`config.mk`:
```
export PLATFORM = sky130hd
export DESIGN_NAME = cra_device_flat
export DESIGN_NICKNAME = d
export VERILOG_FILES = /design/src/common/cra_pkg.sv /design/src/common/cra_link_if.sv /design/src/verilog/cra_device.sv /design/src/flat_wrapper.sv
export VERILOG_INCLUDE_DIRS = /design/src /design/src/common
export SDC_FILE = /design/constraint.sdc
export NUM_CORES = 1
export LEC_CHECK = 0
export BUFFER_PORTS_ARGS = -buffer_cell sky130_fd_sc_hd__buf_2
export CORE_MARGIN = 2
export CORE_UTILIZATION = 40
export DETAILED_ROUTE_END_ITERATION = 6
export PLACE_DENSITY = 0.63
export SYNTH_ARGS = -nofsm -noshare
export SYNTH_HDL_FRONTEND = slang
export SYNTH_SLANG_ARGS = --single-unit
```
`constraint.sdc`:
```
create_clock -name i_clk -period 8.2 [get_ports i_clk]
set_input_delay 2.46 -clock i_clk [delete_from_list [all_inputs] [get_ports i_clk]]
set_output_delay 2.46 -clock i_clk [all_outputs]
set_load 0.02 [all_outputs]
```
`src/common/cra_regs.svh`:
```
`ifndef CRA_REGS_SVH
`define CRA_REGS_SVH
// control token values
`define CRA_TOK_END 8'h01
`define CRA_TOK_ACK 8'h03
`define CRA_TOK_NAK 8'h04
`define CRA_TOK_PWR 8'h24
`define CRA_TOK_PRD 8'h25
`define CRA_TOK_CWR 8'hc0
`define CRA_TOK_CRD 8'hc1
// destination low fields
`define CRA_DST_TILE 16'hc20c
`define CRA_DST_NODE 16'hc30c
`define CRA_DST_PERI 8'h02
// reply id low byte that suppresses a write reply
`define CRA_NO_REPLY 8'hff
// body lengths in bytes after the opening token
`define CRA_LEN_CWR 4'd9
`define CRA_LEN_CRD 4'd5
`define CRA_LEN_PHDR 4'd5
`define CRA_MAX_BODY 4'd9
`define CRA_MAX_PSIZE 8'h04
`endif

```
`src/common/cra_pkg.sv`:
```
package cra_pkg;
    typedef enum logic [1:0] {
        CRA_SP_TILE = 2'h0,
        CRA_SP_NODE = 2'h1,
        CRA_SP_PERI = 2'h2,
        CRA_SP_NONE = 2'h3
    } cra_space_e;
    typedef logic [7:0] cra_byte_t;
endpackage

```
`src/common/cra_link_if.sv`:
```
`timescale 1ns/100ps
`default_nettype none
// token link: one token per valid&ready, ctrl marks a control token
interface cra_link_if;
    logic req_valid;
    logic req_ready;
    logic req_ctrl;
    logic [7:0] req_byte;
    logic [31:0] req_dest;
    logic rsp_valid;
    logic rsp_ready;
    logic rsp_ctrl;
    logic [7:0] rsp_byte;
    logic [23:0] rsp_dest;
    modport dev (
        input req_valid, req_ctrl, req_byte, req_dest, rsp_ready,
        output req_ready, rsp_valid, rsp_ctrl, rsp_byte, rsp_dest
    );
    modport host (
        output req_valid, req_ctrl, req_byte, req_dest, rsp_ready,
        input req_ready, rsp_valid, rsp_ctrl, rsp_byte, rsp_dest
    );
endinterface
`default_nettype wire

```
`src/verilog/cra_device.sv`:
```
// Behaviour
// - requests carry 24-bit reply channel id
// - reply id low byte ff suppresses write reply
// - multi-byte fields travel msb first
// - tile port answers destination nnnn c20c
// - config write: 192, id, reg16, data32, 1
// - config read: 193, id, reg16, 1
// - write answered 3,1 or 4,1
// - config read answered 3, word, 1
// - node port answers nnnn c30c, same formats
// - peripheral port answers nnnn pp 02
// - periph write: 36, id, reg, size, bytes, 1
// - periph read: 37, id, reg, size, 1
// - periph read answered 3, bytes, 1
`timescale 1ns/100ps
`default_nettype none
`include "cra_regs.svh"
module cra_device import cra_pkg::*; (
    input wire logic i_clk,
    input wire logic i_rst_n,
    cra_link_if.dev link,
    input wire logic [15:0] i_tile_id,
    input wire logic [15:0] i_node_id,
    output logic o_acc_valid,
    output logic o_acc_write,
    output logic [1:0] o_acc_space,
    output logic [7:0] o_acc_periph,
    output logic [15:0] o_acc_reg,
    output logic [7:0] o_acc_size,
    output logic [31:0] o_acc_wdata,
    input wire logic i_acc_done,
    input wire logic i_acc_ok,
    input wire logic [31:0] i_acc_rdata
);
    typedef enum logic [3:0] {
        S_IDLE = 4'b0001,
        S_BODY = 4'b0010,
        S_ACC = 4'b0100,
        S_REPLY = 4'b1000
    } cra_dstate_e;

    function automatic cra_space_e dest_space(input logic [31:0] d,
                                             input logic [15:0] tid,
                                             input logic [15:0] nid);
        if (d[31:16] == tid && d[15:0] == `CRA_DST_TILE) begin
            return CRA_SP_TILE;
        end else if (d[31:16] == nid && d[15:0] == `CRA_DST_NODE) begin
            return CRA_SP_NODE;
        end else if (d[31:16] == nid && d[7:0] == `CRA_DST_PERI) begin
            return CRA_SP_PERI;
        end
        return CRA_SP_NONE;
    endfunction

    cra_dstate_e state;
    cra_space_e space;
    cra_byte_t op;
    cra_byte_t msg [0:8];
    logic [3:0] cnt;
    logic ovf;
    logic [7:0] periph;
    logic [31:0] rdata;
    logic [7:0] rem;
    logic tail;
    logic take;
    logic fmt_ok;
    logic is_write;
    logic [23:0] reply_id;
    logic [7:0] psize;
    logic [31:0] next_wdata;
    logic rsp_fire;

    assign link.req_ready = (state == S_IDLE) || (state == S_BODY);
    assign take = link.req_valid && link.req_ready;
    assign rsp_fire = link.rsp_valid && link.rsp_ready;
    // reply destination from first three body bytes
    assign reply_id = {msg[0], msg[1], msg[2]};
    assign psize = msg[4];
    assign is_write = (op == `CRA_TOK_CWR) || (op == `CRA_TOK_PWR);

    always_comb begin
        fmt_ok = 1'b0;
        if (!ovf) begin
            unique case (op)
                `CRA_TOK_CWR: fmt_ok = space != CRA_SP_PERI && space != CRA_SP_NONE
                                       && cnt == `CRA_LEN_CWR;
                `CRA_TOK_CRD: fmt_ok = space != CRA_SP_PERI && space != CRA_SP_NONE
                                       && cnt == `CRA_LEN_CRD;
                `CRA_TOK_PWR: fmt_ok = space == CRA_SP_PERI && psize != 8'h00
                                       && psize <= `CRA_MAX_PSIZE
                                       && cnt == `CRA_LEN_PHDR + psize[3:0];
                `CRA_TOK_PRD: fmt_ok = space == CRA_SP_PERI && psize != 8'h00
                                       && psize <= `CRA_MAX_PSIZE
                                       && cnt == `CRA_LEN_PHDR;
                default: fmt_ok = 1'b0;
            endcase
        end
    end

    always_comb begin
        next_wdata = 32'h0;
        if (op == `CRA_TOK_CWR) begin
            next_wdata = {msg[5], msg[6], msg[7], msg[8]};
        end else begin
            for (int k = 0; k < 4; k++) begin
                if (k < int'(psize)) begin
                    next_wdata = {next_wdata[23:0], msg[5 + k]};
                end
            end
        end
    end

    // receive side; ovf keeps a too long message from overrunning msg
    always_ff @(posedge i_clk) begin
        if (!i_rst_n) begin
            cnt <= 4'h0;
            ovf <= 1'b0;
            op <= 8'h00;
            space <= CRA_SP_NONE;
            periph <= 8'h00;
            for (int i = 0; i < 9; i++) begin
                msg[i] <= 8'h00;
            end
        end else if (take && state == S_IDLE && link.req_ctrl) begin
            op <= link.req_byte;
            space <= dest_space(link.req_dest, i_tile_id, i_node_id);
            periph <= link.req_dest[15:8];
            cnt <= 4'h0;
            ovf <= 1'b0;
        end else if (take && state == S_BODY && !link.req_ctrl) begin
            if (cnt == `CRA_MAX_BODY) begin
                ovf <= 1'b1;
            end else begin
                msg[cnt] <= link.req_byte;
                cnt <= cnt + 4'd1;
            end
        // a stray control token spoils the message
        end else if (take && state == S_BODY && link.req_byte != `CRA_TOK_END) begin
            ovf <= 1'b1;
        end
    end

    always_ff @(posedge i_clk) begin
        if (!i_rst_n) begin
            state <= S_IDLE;
        end else begin
            unique case (state)
                S_IDLE: begin
                    if (take && link.req_ctrl) begin
                        state <= S_BODY;
                    end
                end
                // any control token ends the body; only a good end token leads to the access
                S_BODY: begin
                    if (take && link.req_ctrl) begin
                        state <= (fmt_ok && !ovf && link.req_byte == `CRA_TOK_END)
                                 ? S_ACC : S_REPLY;
                    end
                end
                S_ACC: begin
                    if (i_acc_done) begin
                        state <= (is_write && reply_id[7:0] == `CRA_NO_REPLY)
                                 ? S_IDLE : S_REPLY;
                    end
                end
                S_REPLY: begin
                    if (rsp_fire && tail) begin
                        state <= S_IDLE;
                    end
                end
            endcase
        end
    end

    always_ff @(posedge i_clk) begin
        if (!i_rst_n) begin
            o_acc_write <= 1'b0;
            o_acc_space <= 2'h0;
            o_acc_periph <= 8'h00;
            o_acc_reg <= 16'h0;
            o_acc_size <= 8'h00;
            o_acc_wdata <= 32'h0;
        end else if (state == S_BODY && take && link.req_ctrl) begin
            o_acc_write <= is_write;
            o_acc_space <= space;
            o_acc_periph <= periph;
            o_acc_reg <= (space == CRA_SP_PERI) ? {8'h00, msg[3]} : {msg[3], msg[4]};
            o_acc_size <= (space == CRA_SP_PERI) ? psize : 8'h04;
            o_acc_wdata <= next_wdata;
        end
    end

    assign o_acc_valid = (state == S_ACC);

    // reply tokens are registered; rem counts data bytes still to go
    always_ff @(posedge i_clk) begin
        if (!i_rst_n) begin
            link.rsp_valid <= 1'b0;
            link.rsp_ctrl <= 1'b0;
            link.rsp_byte <= 8'h00;
            link.rsp_dest <= 24'h0;
            rdata <= 32'h0;
            rem <= 8'h00;
            tail <= 1'b0;
        end else if (state == S_BODY && take && link.req_ctrl
                     && !(fmt_ok && !ovf && link.req_byte == `CRA_TOK_END)) begin
            // malformed request gets the failure reply
            link.rsp_valid <= 1'b1;
            link.rsp_ctrl <= 1'b1;
            link.rsp_byte <= `CRA_TOK_NAK;
            link.rsp_dest <= reply_id;
            rem <= 8'h00;
            tail <= 1'b0;
        end else if (state == S_ACC && i_acc_done) begin
            link.rsp_valid <= !(is_write && reply_id[7:0] == `CRA_NO_REPLY);
            link.rsp_ctrl <= 1'b1;
            link.rsp_byte <= i_acc_ok ? `CRA_TOK_ACK : `CRA_TOK_NAK;
            link.rsp_dest <= reply_id;
            rdata <= i_acc_rdata;
            // a good read returns the word
            // a good periph read returns size bytes
            rem <= (i_acc_ok && !is_write) ? o_acc_size : 8'h00;
            tail <= 1'b0;
        end else if (rsp_fire) begin
            if (tail) begin
                link.rsp_valid <= 1'b0;
            end else if (rem != 8'h00) begin
                link.rsp_ctrl <= 1'b0;
                link.rsp_byte <= 8'(rdata >> (8 * (rem - 8'd1)));
                rem <= rem - 8'd1;
            end else begin
                link.rsp_ctrl <= 1'b1;
                link.rsp_byte <= `CRA_TOK_END;
                tail <= 1'b1;
            end
        end
    end
endmodule
`default_nettype wire

```
`src/flat_wrapper.sv`:
```
// flat-port wrapper written by rule: the top's interface ports become plain ports
module cra_device_flat import cra_pkg::*;
  (i_clk, i_rst_n, i_tile_id, i_node_id, o_acc_valid, o_acc_write, o_acc_space, o_acc_periph, o_acc_reg, o_acc_size, o_acc_wdata, i_acc_done, i_acc_ok, i_acc_rdata, link_req_valid, link_req_ctrl, link_req_byte, link_req_dest, link_rsp_ready, link_req_ready, link_rsp_valid, link_rsp_ctrl, link_rsp_byte, link_rsp_dest);
  cra_link_if link_i ();
  input wire logic i_clk;
  input wire logic i_rst_n;
  input wire logic [15:0] i_tile_id;
  input wire logic [15:0] i_node_id;
  output logic o_acc_valid;
  output logic o_acc_write;
  output logic [1:0] o_acc_space;
  output logic [7:0] o_acc_periph;
  output logic [15:0] o_acc_reg;
  output logic [7:0] o_acc_size;
  output logic [31:0] o_acc_wdata;
  input wire logic i_acc_done;
  input wire logic i_acc_ok;
  input wire logic [31:0] i_acc_rdata;
  input wire logic [$bits(link_i.req_valid)-1:0] link_req_valid;
  input wire logic [$bits(link_i.req_ctrl)-1:0] link_req_ctrl;
  input wire logic [$bits(link_i.req_byte)-1:0] link_req_byte;
  input wire logic [$bits(link_i.req_dest)-1:0] link_req_dest;
  input wire logic [$bits(link_i.rsp_ready)-1:0] link_rsp_ready;
  output wire logic [$bits(link_i.req_ready)-1:0] link_req_ready;
  output wire logic [$bits(link_i.rsp_valid)-1:0] link_rsp_valid;
  output wire logic [$bits(link_i.rsp_ctrl)-1:0] link_rsp_ctrl;
  output wire logic [$bits(link_i.rsp_byte)-1:0] link_rsp_byte;
  output wire logic [$bits(link_i.rsp_dest)-1:0] link_rsp_dest;
  assign link_i.req_valid = link_req_valid;
  assign link_i.req_ctrl = link_req_ctrl;
  assign link_i.req_byte = link_req_byte;
  assign link_i.req_dest = link_req_dest;
  assign link_i.rsp_ready = link_rsp_ready;
  assign link_req_ready = link_i.req_ready;
  assign link_rsp_valid = link_i.rsp_valid;
  assign link_rsp_ctrl = link_i.rsp_ctrl;
  assign link_rsp_byte = link_i.rsp_byte;
  assign link_rsp_dest = link_i.rsp_dest;
  cra_device u_core (.i_clk(i_clk), .i_rst_n(i_rst_n), .link(link_i), .i_tile_id(i_tile_id), .i_node_id(i_node_id), .o_acc_valid(o_acc_valid), .o_acc_write(o_acc_write), .o_acc_space(o_acc_space), .o_acc_periph(o_acc_periph), .o_acc_reg(o_acc_reg), .o_acc_size(o_acc_size), .o_acc_wdata(o_acc_wdata), .i_acc_done(i_acc_done), .i_acc_ok(i_acc_ok), .i_acc_rdata(i_acc_rdata));
endmodule
```
==> flow_metrics.env, run 1 <==
export IMPL_worst_pin_slew_ps=1070
export IMPL_path_depth=7
export IMPL_synthesis_nets=1384
export IMPL_firstDrtPassIters=5
export IMPL_largest_register="u_core.msg"
export IMPL_hold_viol=0
export IMPL_yosysWarnings=0
export IMPL_path_class="in -> reg"
export IMPL_vias=10000
export IMPL_routed_via_density=5.58
export IMPL_drt_iter0_drc=1017
export IMPL_required_ps=8380
export IMPL_p_leak_nw=5.28
export IMPL_power_mw=3.05
export IMPL_cp_end_kind="register"
export IMPL_hpwl_microns=22000
export IMPL_crit_family="simple AND/OR/NAND/NOR gates"
export IMPL_die_h_microns=172
export IMPL_numCtsBuffers=25
export IMPL_avgSynthCellArea_sq_um=8.96
export IMPL_nNetsFinal=1521
export IMPL_worst_r2r_path_depth=7
export IMPL_cts_repair_resized=0
export IMPL_reg_top3="u_core.msg: 72 flops, u_core.o_acc_wdata: 32 flops, u_core.rdata: 32 flops"
export IMPL_final_cell_area_sq_mm=0.0134
export IMPL_clock_path_buffers=3
export IMPL_setup_tns_ps=0
export IMPL_antenna_found_initial=0
export IMPL_cp_cell_sequence="buf_2, nand4_1, nand2_1, nor4b_4, buf_4, nand2_1, nand2_1"
export IMPL_largest_reg_flops=72
export IMPL_hold_depth=2
export IMPL_rsz0062_at_grt="false"
export IMPL_final_antenna_net_count=0
export IMPL_yosysSeqAreaShare_pct=48.9
export IMPL_post_cts_setup_buffers=0
export IMPL_skew_ps=16.3
export IMPL_grt_pass1_vias=9263
export IMPL_insertion_delay_ps=520
export IMPL_wirelength_microns=31900
export IMPL_drc=0
export IMPL_fp_row_count=61
export IMPL_power_density_mw_per_mm2=228
export IMPL_max_freq_mhz=205
export IMPL_postPlaceCellArea_sq_mm=0.0125
export IMPL_root_buffer="clkbuf_16"
export IMPL_relSlewSlack_pct=28.6
export IMPL_outcome="finished clean"
export IMPL_grt_util_all_layers_pct=20.8
export IMPL_cts_hold_buf=0
export IMPL_path_common_cell="nand2_1"
export IMPL_ir_worst_vdd_mv=0.121
export IMPL_antenna_cells=0
export IMPL_cts_tree="yes"
export IMPL_synthCells=1265
export IMPL_cap_violations=0
export IMPL_critPathBufInv=2
export IMPL_gp_congestion=0.839
export IMPL_overflow=0
export IMPL_period_share_pct=59.5
export IMPL_clk_pin_slew_ps=60
export IMPL_final_common_cell="nand2_1"
export IMPL_start_util_pct=40.7
export IMPL_grt_pass1_wl_microns=49200
export IMPL_critPathLaunchType="input pin"
export IMPL_ys_ff_latch=241
export IMPL_final_cell_mix="nand2_1, buf_2, dfxtp_1"
export IMPL_dieArea_sq_mm=0.0297
export IMPL_arrival_ps=5060
export IMPL_netlist_top_cells_area="dfxtp_1, edfxtp_1, nand2_1"
export IMPL_synthDistinctLibCells=72
export IMPL_drive_above_1_share_pct=20.9
export IMPL_hold_path_class="reg -> reg"
export IMPL_cp_slowest_cell="nand4_1"
export IMPL_synth_ff_type="dfxtp_1"
export IMPL_drv_slew=0
export IMPL_io_buffers=213
export IMPL_syn_area_sq_mm=0.0113
export IMPL_setup_violations=0
export IMPL_coreArea_sq_mm=0.0279
export IMPL_num_io_pins=214
export IMPL_synth_edf_count=72
export IMPL_htree_levels=1
export IMPL_synth_top_area_cell="dfxtp_1"
export IMPL_critPathMaxFanout=27
export IMPL_cp_slowest_stage_delay_ps=730
export IMPL_wl_per_cell_microns=17.7
export IMPL_ys_async_sr_fraction_pct=0
export IMPL_grt_max_degree=96
export IMPL_synth_top_area_share_pct=29.8
export IMPL_area_growth_pct=18.2
export IMPL_die_width_microns=172
export IMPL_cts_sinks=241
export IMPL_finalCriticalPeriod_ps=4880
## area by class of cell
cell class | instances | area (sq um)
clock inverters | 13 | 173
well taps | 378 | 473
multi-input cells | 898 | 5320
repair buffers | 225 | 1160
flip-flops and latches | 241 | 5550
clock buffers | 33 | 686
inverters | 11 | 42.5
fillers | 2658 | 14500
## metrics by stage
| step | util (%) | instances | setup slack, ps | hold slack (ps) |
|---|---|---|---|---|
| global route | 48.1 | 1799 | 3150 | 469 |
| global placement | 45.0 | 1753 | 2900 | 437 |
| floorplan | - | 1265 | 4020 | 432 |
| CTS | 48.1 | 1799 | 3380 | 449 |
| finish | 48.1 | 1799 | 3320 | 447 |
| detailed placement | 45.0 | 1753 | 2840 | 441 |
## worst register-to-register path, cell delays in order (launching register included)
cell and delay [ps]:
dfxtp_1 490, nor2_1 130, nand4_1 760, nand2_1 450, nor4b_4 590, buf_4 330, nand2_1 80, nand2_1 280
## cell families (layout without fill, tap and decap cells)
family / count (synthesis) / count (layout) / synth area share [%]
and+or+nand+nor: 562 / 562 / 25.3
AOI/OAI and AO/OA: 275 / 275 / 15.4
DFF: 241 / 241 / 48.9
muxes: 10 / 10 / 1.78
buffers and inverters: 126 / 282 / 4.43
adders and majority gates: 8 / 8 / 0.883
xor gates and xnor gates: 43 / 43 / 3.32
## power breakdown
part / switching [mW] / internal, mW / total (mW)
clock network: 0.467 / 0.716 / 1.18
logic: 0.318 / 0.178 / 0.496
registers: 0.0711 / 1.30 / 1.37
total: 0.855 / 2.19 / 3.05
## path summary, 6_finish.rpt
path                                                        start                           endpoint  slack (ps)
worst min register to register  u_core.o_acc_reg[13]$_SDFFE_PN0P_  u_core.o_acc_reg[13]$_SDFFE_PN0P_         450
worst max-delay path                                link_req_ctrl     u_core.msg[0][1]$_SDFFCE_PN0P_        3320
worst min-delay path            u_core.o_acc_reg[13]$_SDFFE_PN0P_  u_core.o_acc_reg[13]$_SDFFE_PN0P_         450
worst max register to register       u_core.state[3]$_SDFFE_PN0P_     u_core.msg[0][1]$_SDFFCE_PN0P_        4750
## cells in the mapped netlist (all sizes together) (3+ instances only)
| cell | n |
|---|---|
| a211oi | 14 |
| a21oi | 104 |
| a221oi | 9 |
| a22oi | 10 |
| a311oi | 16 |
| a31oi | 38 |
| a32oi | 3 |
| and2 | 19 |
| and3 | 84 |
| buf | 15 |
| clkbuf | 100 |
| dfxtp | 169 |
| edfxtp | 72 |
| ha | 8 |
| inv | 11 |
| mux4 | 8 |
| nand2 | 222 |
| nand2b | 5 |
| nand3 | 64 |
| nand3b | 10 |
| nand4 | 34 |
| nor2 | 62 |
| nor2b | 6 |
| nor3 | 14 |
| nor3b | 11 |
| nor4 | 12 |
| nor4b | 7 |
| o211ai | 26 |
| o21ai | 31 |
| o31ai | 9 |
| xnor2 | 21 |
| xor2 | 22 |
## routing by layer
layer	up-vias	global-route usage [%]	wire length [microns]
met1	4788	28.2	13800
met5	-	0	0
met2	342	34.3	15300
met4	0	5.48	645
met3	40	3.62	2100
li1	4860	-	-
Note: power is estimated with default switching activity, not from simulation.
==> run 2, diff against run 1 <==
- clock period: 8.2 -> 4.8 ns (I/O delays scaled with it)
==> flow_metrics.env, run 2 (synthesized netlist as in run 1, its figures left out) <==
export IMPL_wl_per_cell_microns=18.3
export IMPL_num_io_pins=214
export IMPL_grt_util_all_layers_pct=21.4
export IMPL_largest_register="u_core.msg"
export IMPL_skew_ps=14.0
export IMPL_relSlewSlack_pct=38.2
export IMPL_dieArea_sq_mm=0.0297
export IMPL_antenna_cells=0
export IMPL_die_width_microns=172
export IMPL_cts_sinks=241
export IMPL_overflow=0
export IMPL_vias=10100
export IMPL_cts_tree="yes"
export IMPL_setup_tns_ps=0
export IMPL_gp_congestion=0.834
export IMPL_area_growth_pct=19.6
export IMPL_swShare_pct=27.6
export IMPL_critPathMaxFanout=7
export IMPL_ir_worst_vdd_mv=0.246
export IMPL_post_cts_setup_buffers=0
export IMPL_finalCriticalPeriod_ps=3390
export IMPL_cp_end_kind="output pin"
export IMPL_hold_slack_ps=447
export IMPL_firstDrtPassIters=5
export IMPL_sequentialPowerShare_pct=43.6
export IMPL_drc=0
export IMPL_clock_path_buffers=3
export IMPL_power_switching_mw=1.48
export IMPL_max_freq_mhz=295
export IMPL_arrival_ps=1950
export IMPL_worst_pin_slew_ps=919
export IMPL_cts_repair_resized=0
export IMPL_final_antenna_net_count=0
export IMPL_numCtsBuffers=25
export IMPL_final_cell_mix="nand2_1, buf_2, dfxtp_1"
export IMPL_largest_reg_flops=72
export IMPL_period_share_pct=70.6
export IMPL_p_int_mw=3.89
export IMPL_grt_pass1_vias=9318
export IMPL_insertion_delay_ps=530
export IMPL_final_cell_area_sq_mm=0.0136
export IMPL_setup_violations=0
export IMPL_grt_max_degree=107
export IMPL_p_leak_nw=5.36
export IMPL_postPlaceCellArea_sq_mm=0.0126
export IMPL_grt_pass1_wl_microns=50400
export IMPL_routed_via_density=5.61
export IMPL_cts_hold_buf=0
export IMPL_required_ps=3360
export IMPL_htree_levels=1
export IMPL_clk_pin_slew_ps=60
export IMPL_path_class="reg -> out"
export IMPL_outcome="finished clean"
export IMPL_drv_slew=0
export IMPL_drt_iter0_drc=868
export IMPL_final_util_pct=48.7
export IMPL_wirelength_microns=33100
export IMPL_root_buffer="clkbuf_16"
export IMPL_critPathLaunchType="register"
export IMPL_fp_row_count=61
export IMPL_coreArea_sq_mm=0.0279
export IMPL_pwr_share_clk_pct=40.3
export IMPL_pwr_share_comb_pct=16.1
export IMPL_reg_top3="u_core.msg: 72 flops, u_core.o_acc_wdata: 32 flops, u_core.rdata: 32 flops"
export IMPL_rsz0062_at_grt="false"
export IMPL_power_density_mw_per_mm2=396
export IMPL_start_util_pct=40.7
export IMPL_hold_path_class="reg -> reg"
export IMPL_drive_above_1_share_pct=21.4
export IMPL_die_h_microns=172
export IMPL_antenna_found_initial=0
export IMPL_io_buffers=213
export IMPL_hpwl_microns=23300
export IMPL_nNetsFinal=1528
export IMPL_cap_violations=0
export IMPL_hold_viol=0
export IMPL_final_common_cell="nand2_1"
run 2: cell count changes in the layout (fill, tap and decap cells not counted), sizes merged:
cell / delta
clkbuf: +3
clkinvlp: -3
buf: +7
inv: -2
run 2: layout make-up:
| cell class | count | area [sq um] |
|---|---|---|
| Clock inverter | 8 | 151 |
| Tap cell | 378 | 473 |
| Fill cell | 2659 | 14300 |
| Inverter | 11 | 42.5 |
| Multi-Input combinational cell | 898 | 5320 |
| Sequential cell | 241 | 5550 |
| Timing Repair Buffer | 232 | 1240 |
| Clock buffer | 36 | 791 |
run 2: critical path, stage by stage, from the launching register on:
cell     delay (ps)
dfxtp_1         480
nor4b_2         660
buf_2           290
run 2: power by group through the flow:
stage / clock network [mW] / logic (mW) / registers [mW]
5_1_grt: 2.30 / 0.956 / 2.36
4_1_cts: 2.21 / 0.863 / 2.34
6_report: 2.17 / 0.864 / 2.34
2_1_floorplan: 0 / 0.542 / 2.40
3_5_place_dp: 0 / 0.860 / 2.38
3_3_place_gp: 0 / 0.850 / 2.38
run 2: through the flow:
step | power (mW) | cells | setup slack, ps
detailed placement | 3.24 | 1760 | 1160
global route | 5.61 | 1804 | 1230
floorplan | 2.94 | 1265 | 1640
CTS | 5.41 | 1804 | 1400
global placement | 3.23 | 1760 | 1170
finish | 5.37 | 1804 | 1410
run 2: final timing paths:
check / slack, ps / cells past startpoint / end / start
max: 1410 / 2 / o_acc_valid / u_core.state[2]$_SDFFE_PN0P_
min reg2reg: 450 / 2 / u_core.o_acc_reg[12]$_SDFFE_PN0P_ / u_core.o_acc_reg[12]$_SDFFE_PN0P_
min: 450 / 2 / u_core.o_acc_reg[12]$_SDFFE_PN0P_ / u_core.o_acc_reg[12]$_SDFFE_PN0P_
max reg2reg: 1440 / 9 / u_core.link.rsp_valid$_SDFFE_PN0P_ / u_core.msg[4][1]$_SDFFCE_PN0P_
run 2: routing by layer:
metal  vias to the layer above  track usage (%)  routed length, microns
met5                         -                0                       0
met2                       350             36.2                   16200
met1                      4851             28.7                   14200
met3                        43             3.39                    2080
li1                       4875                -                       -
met4                         0             5.33                     594
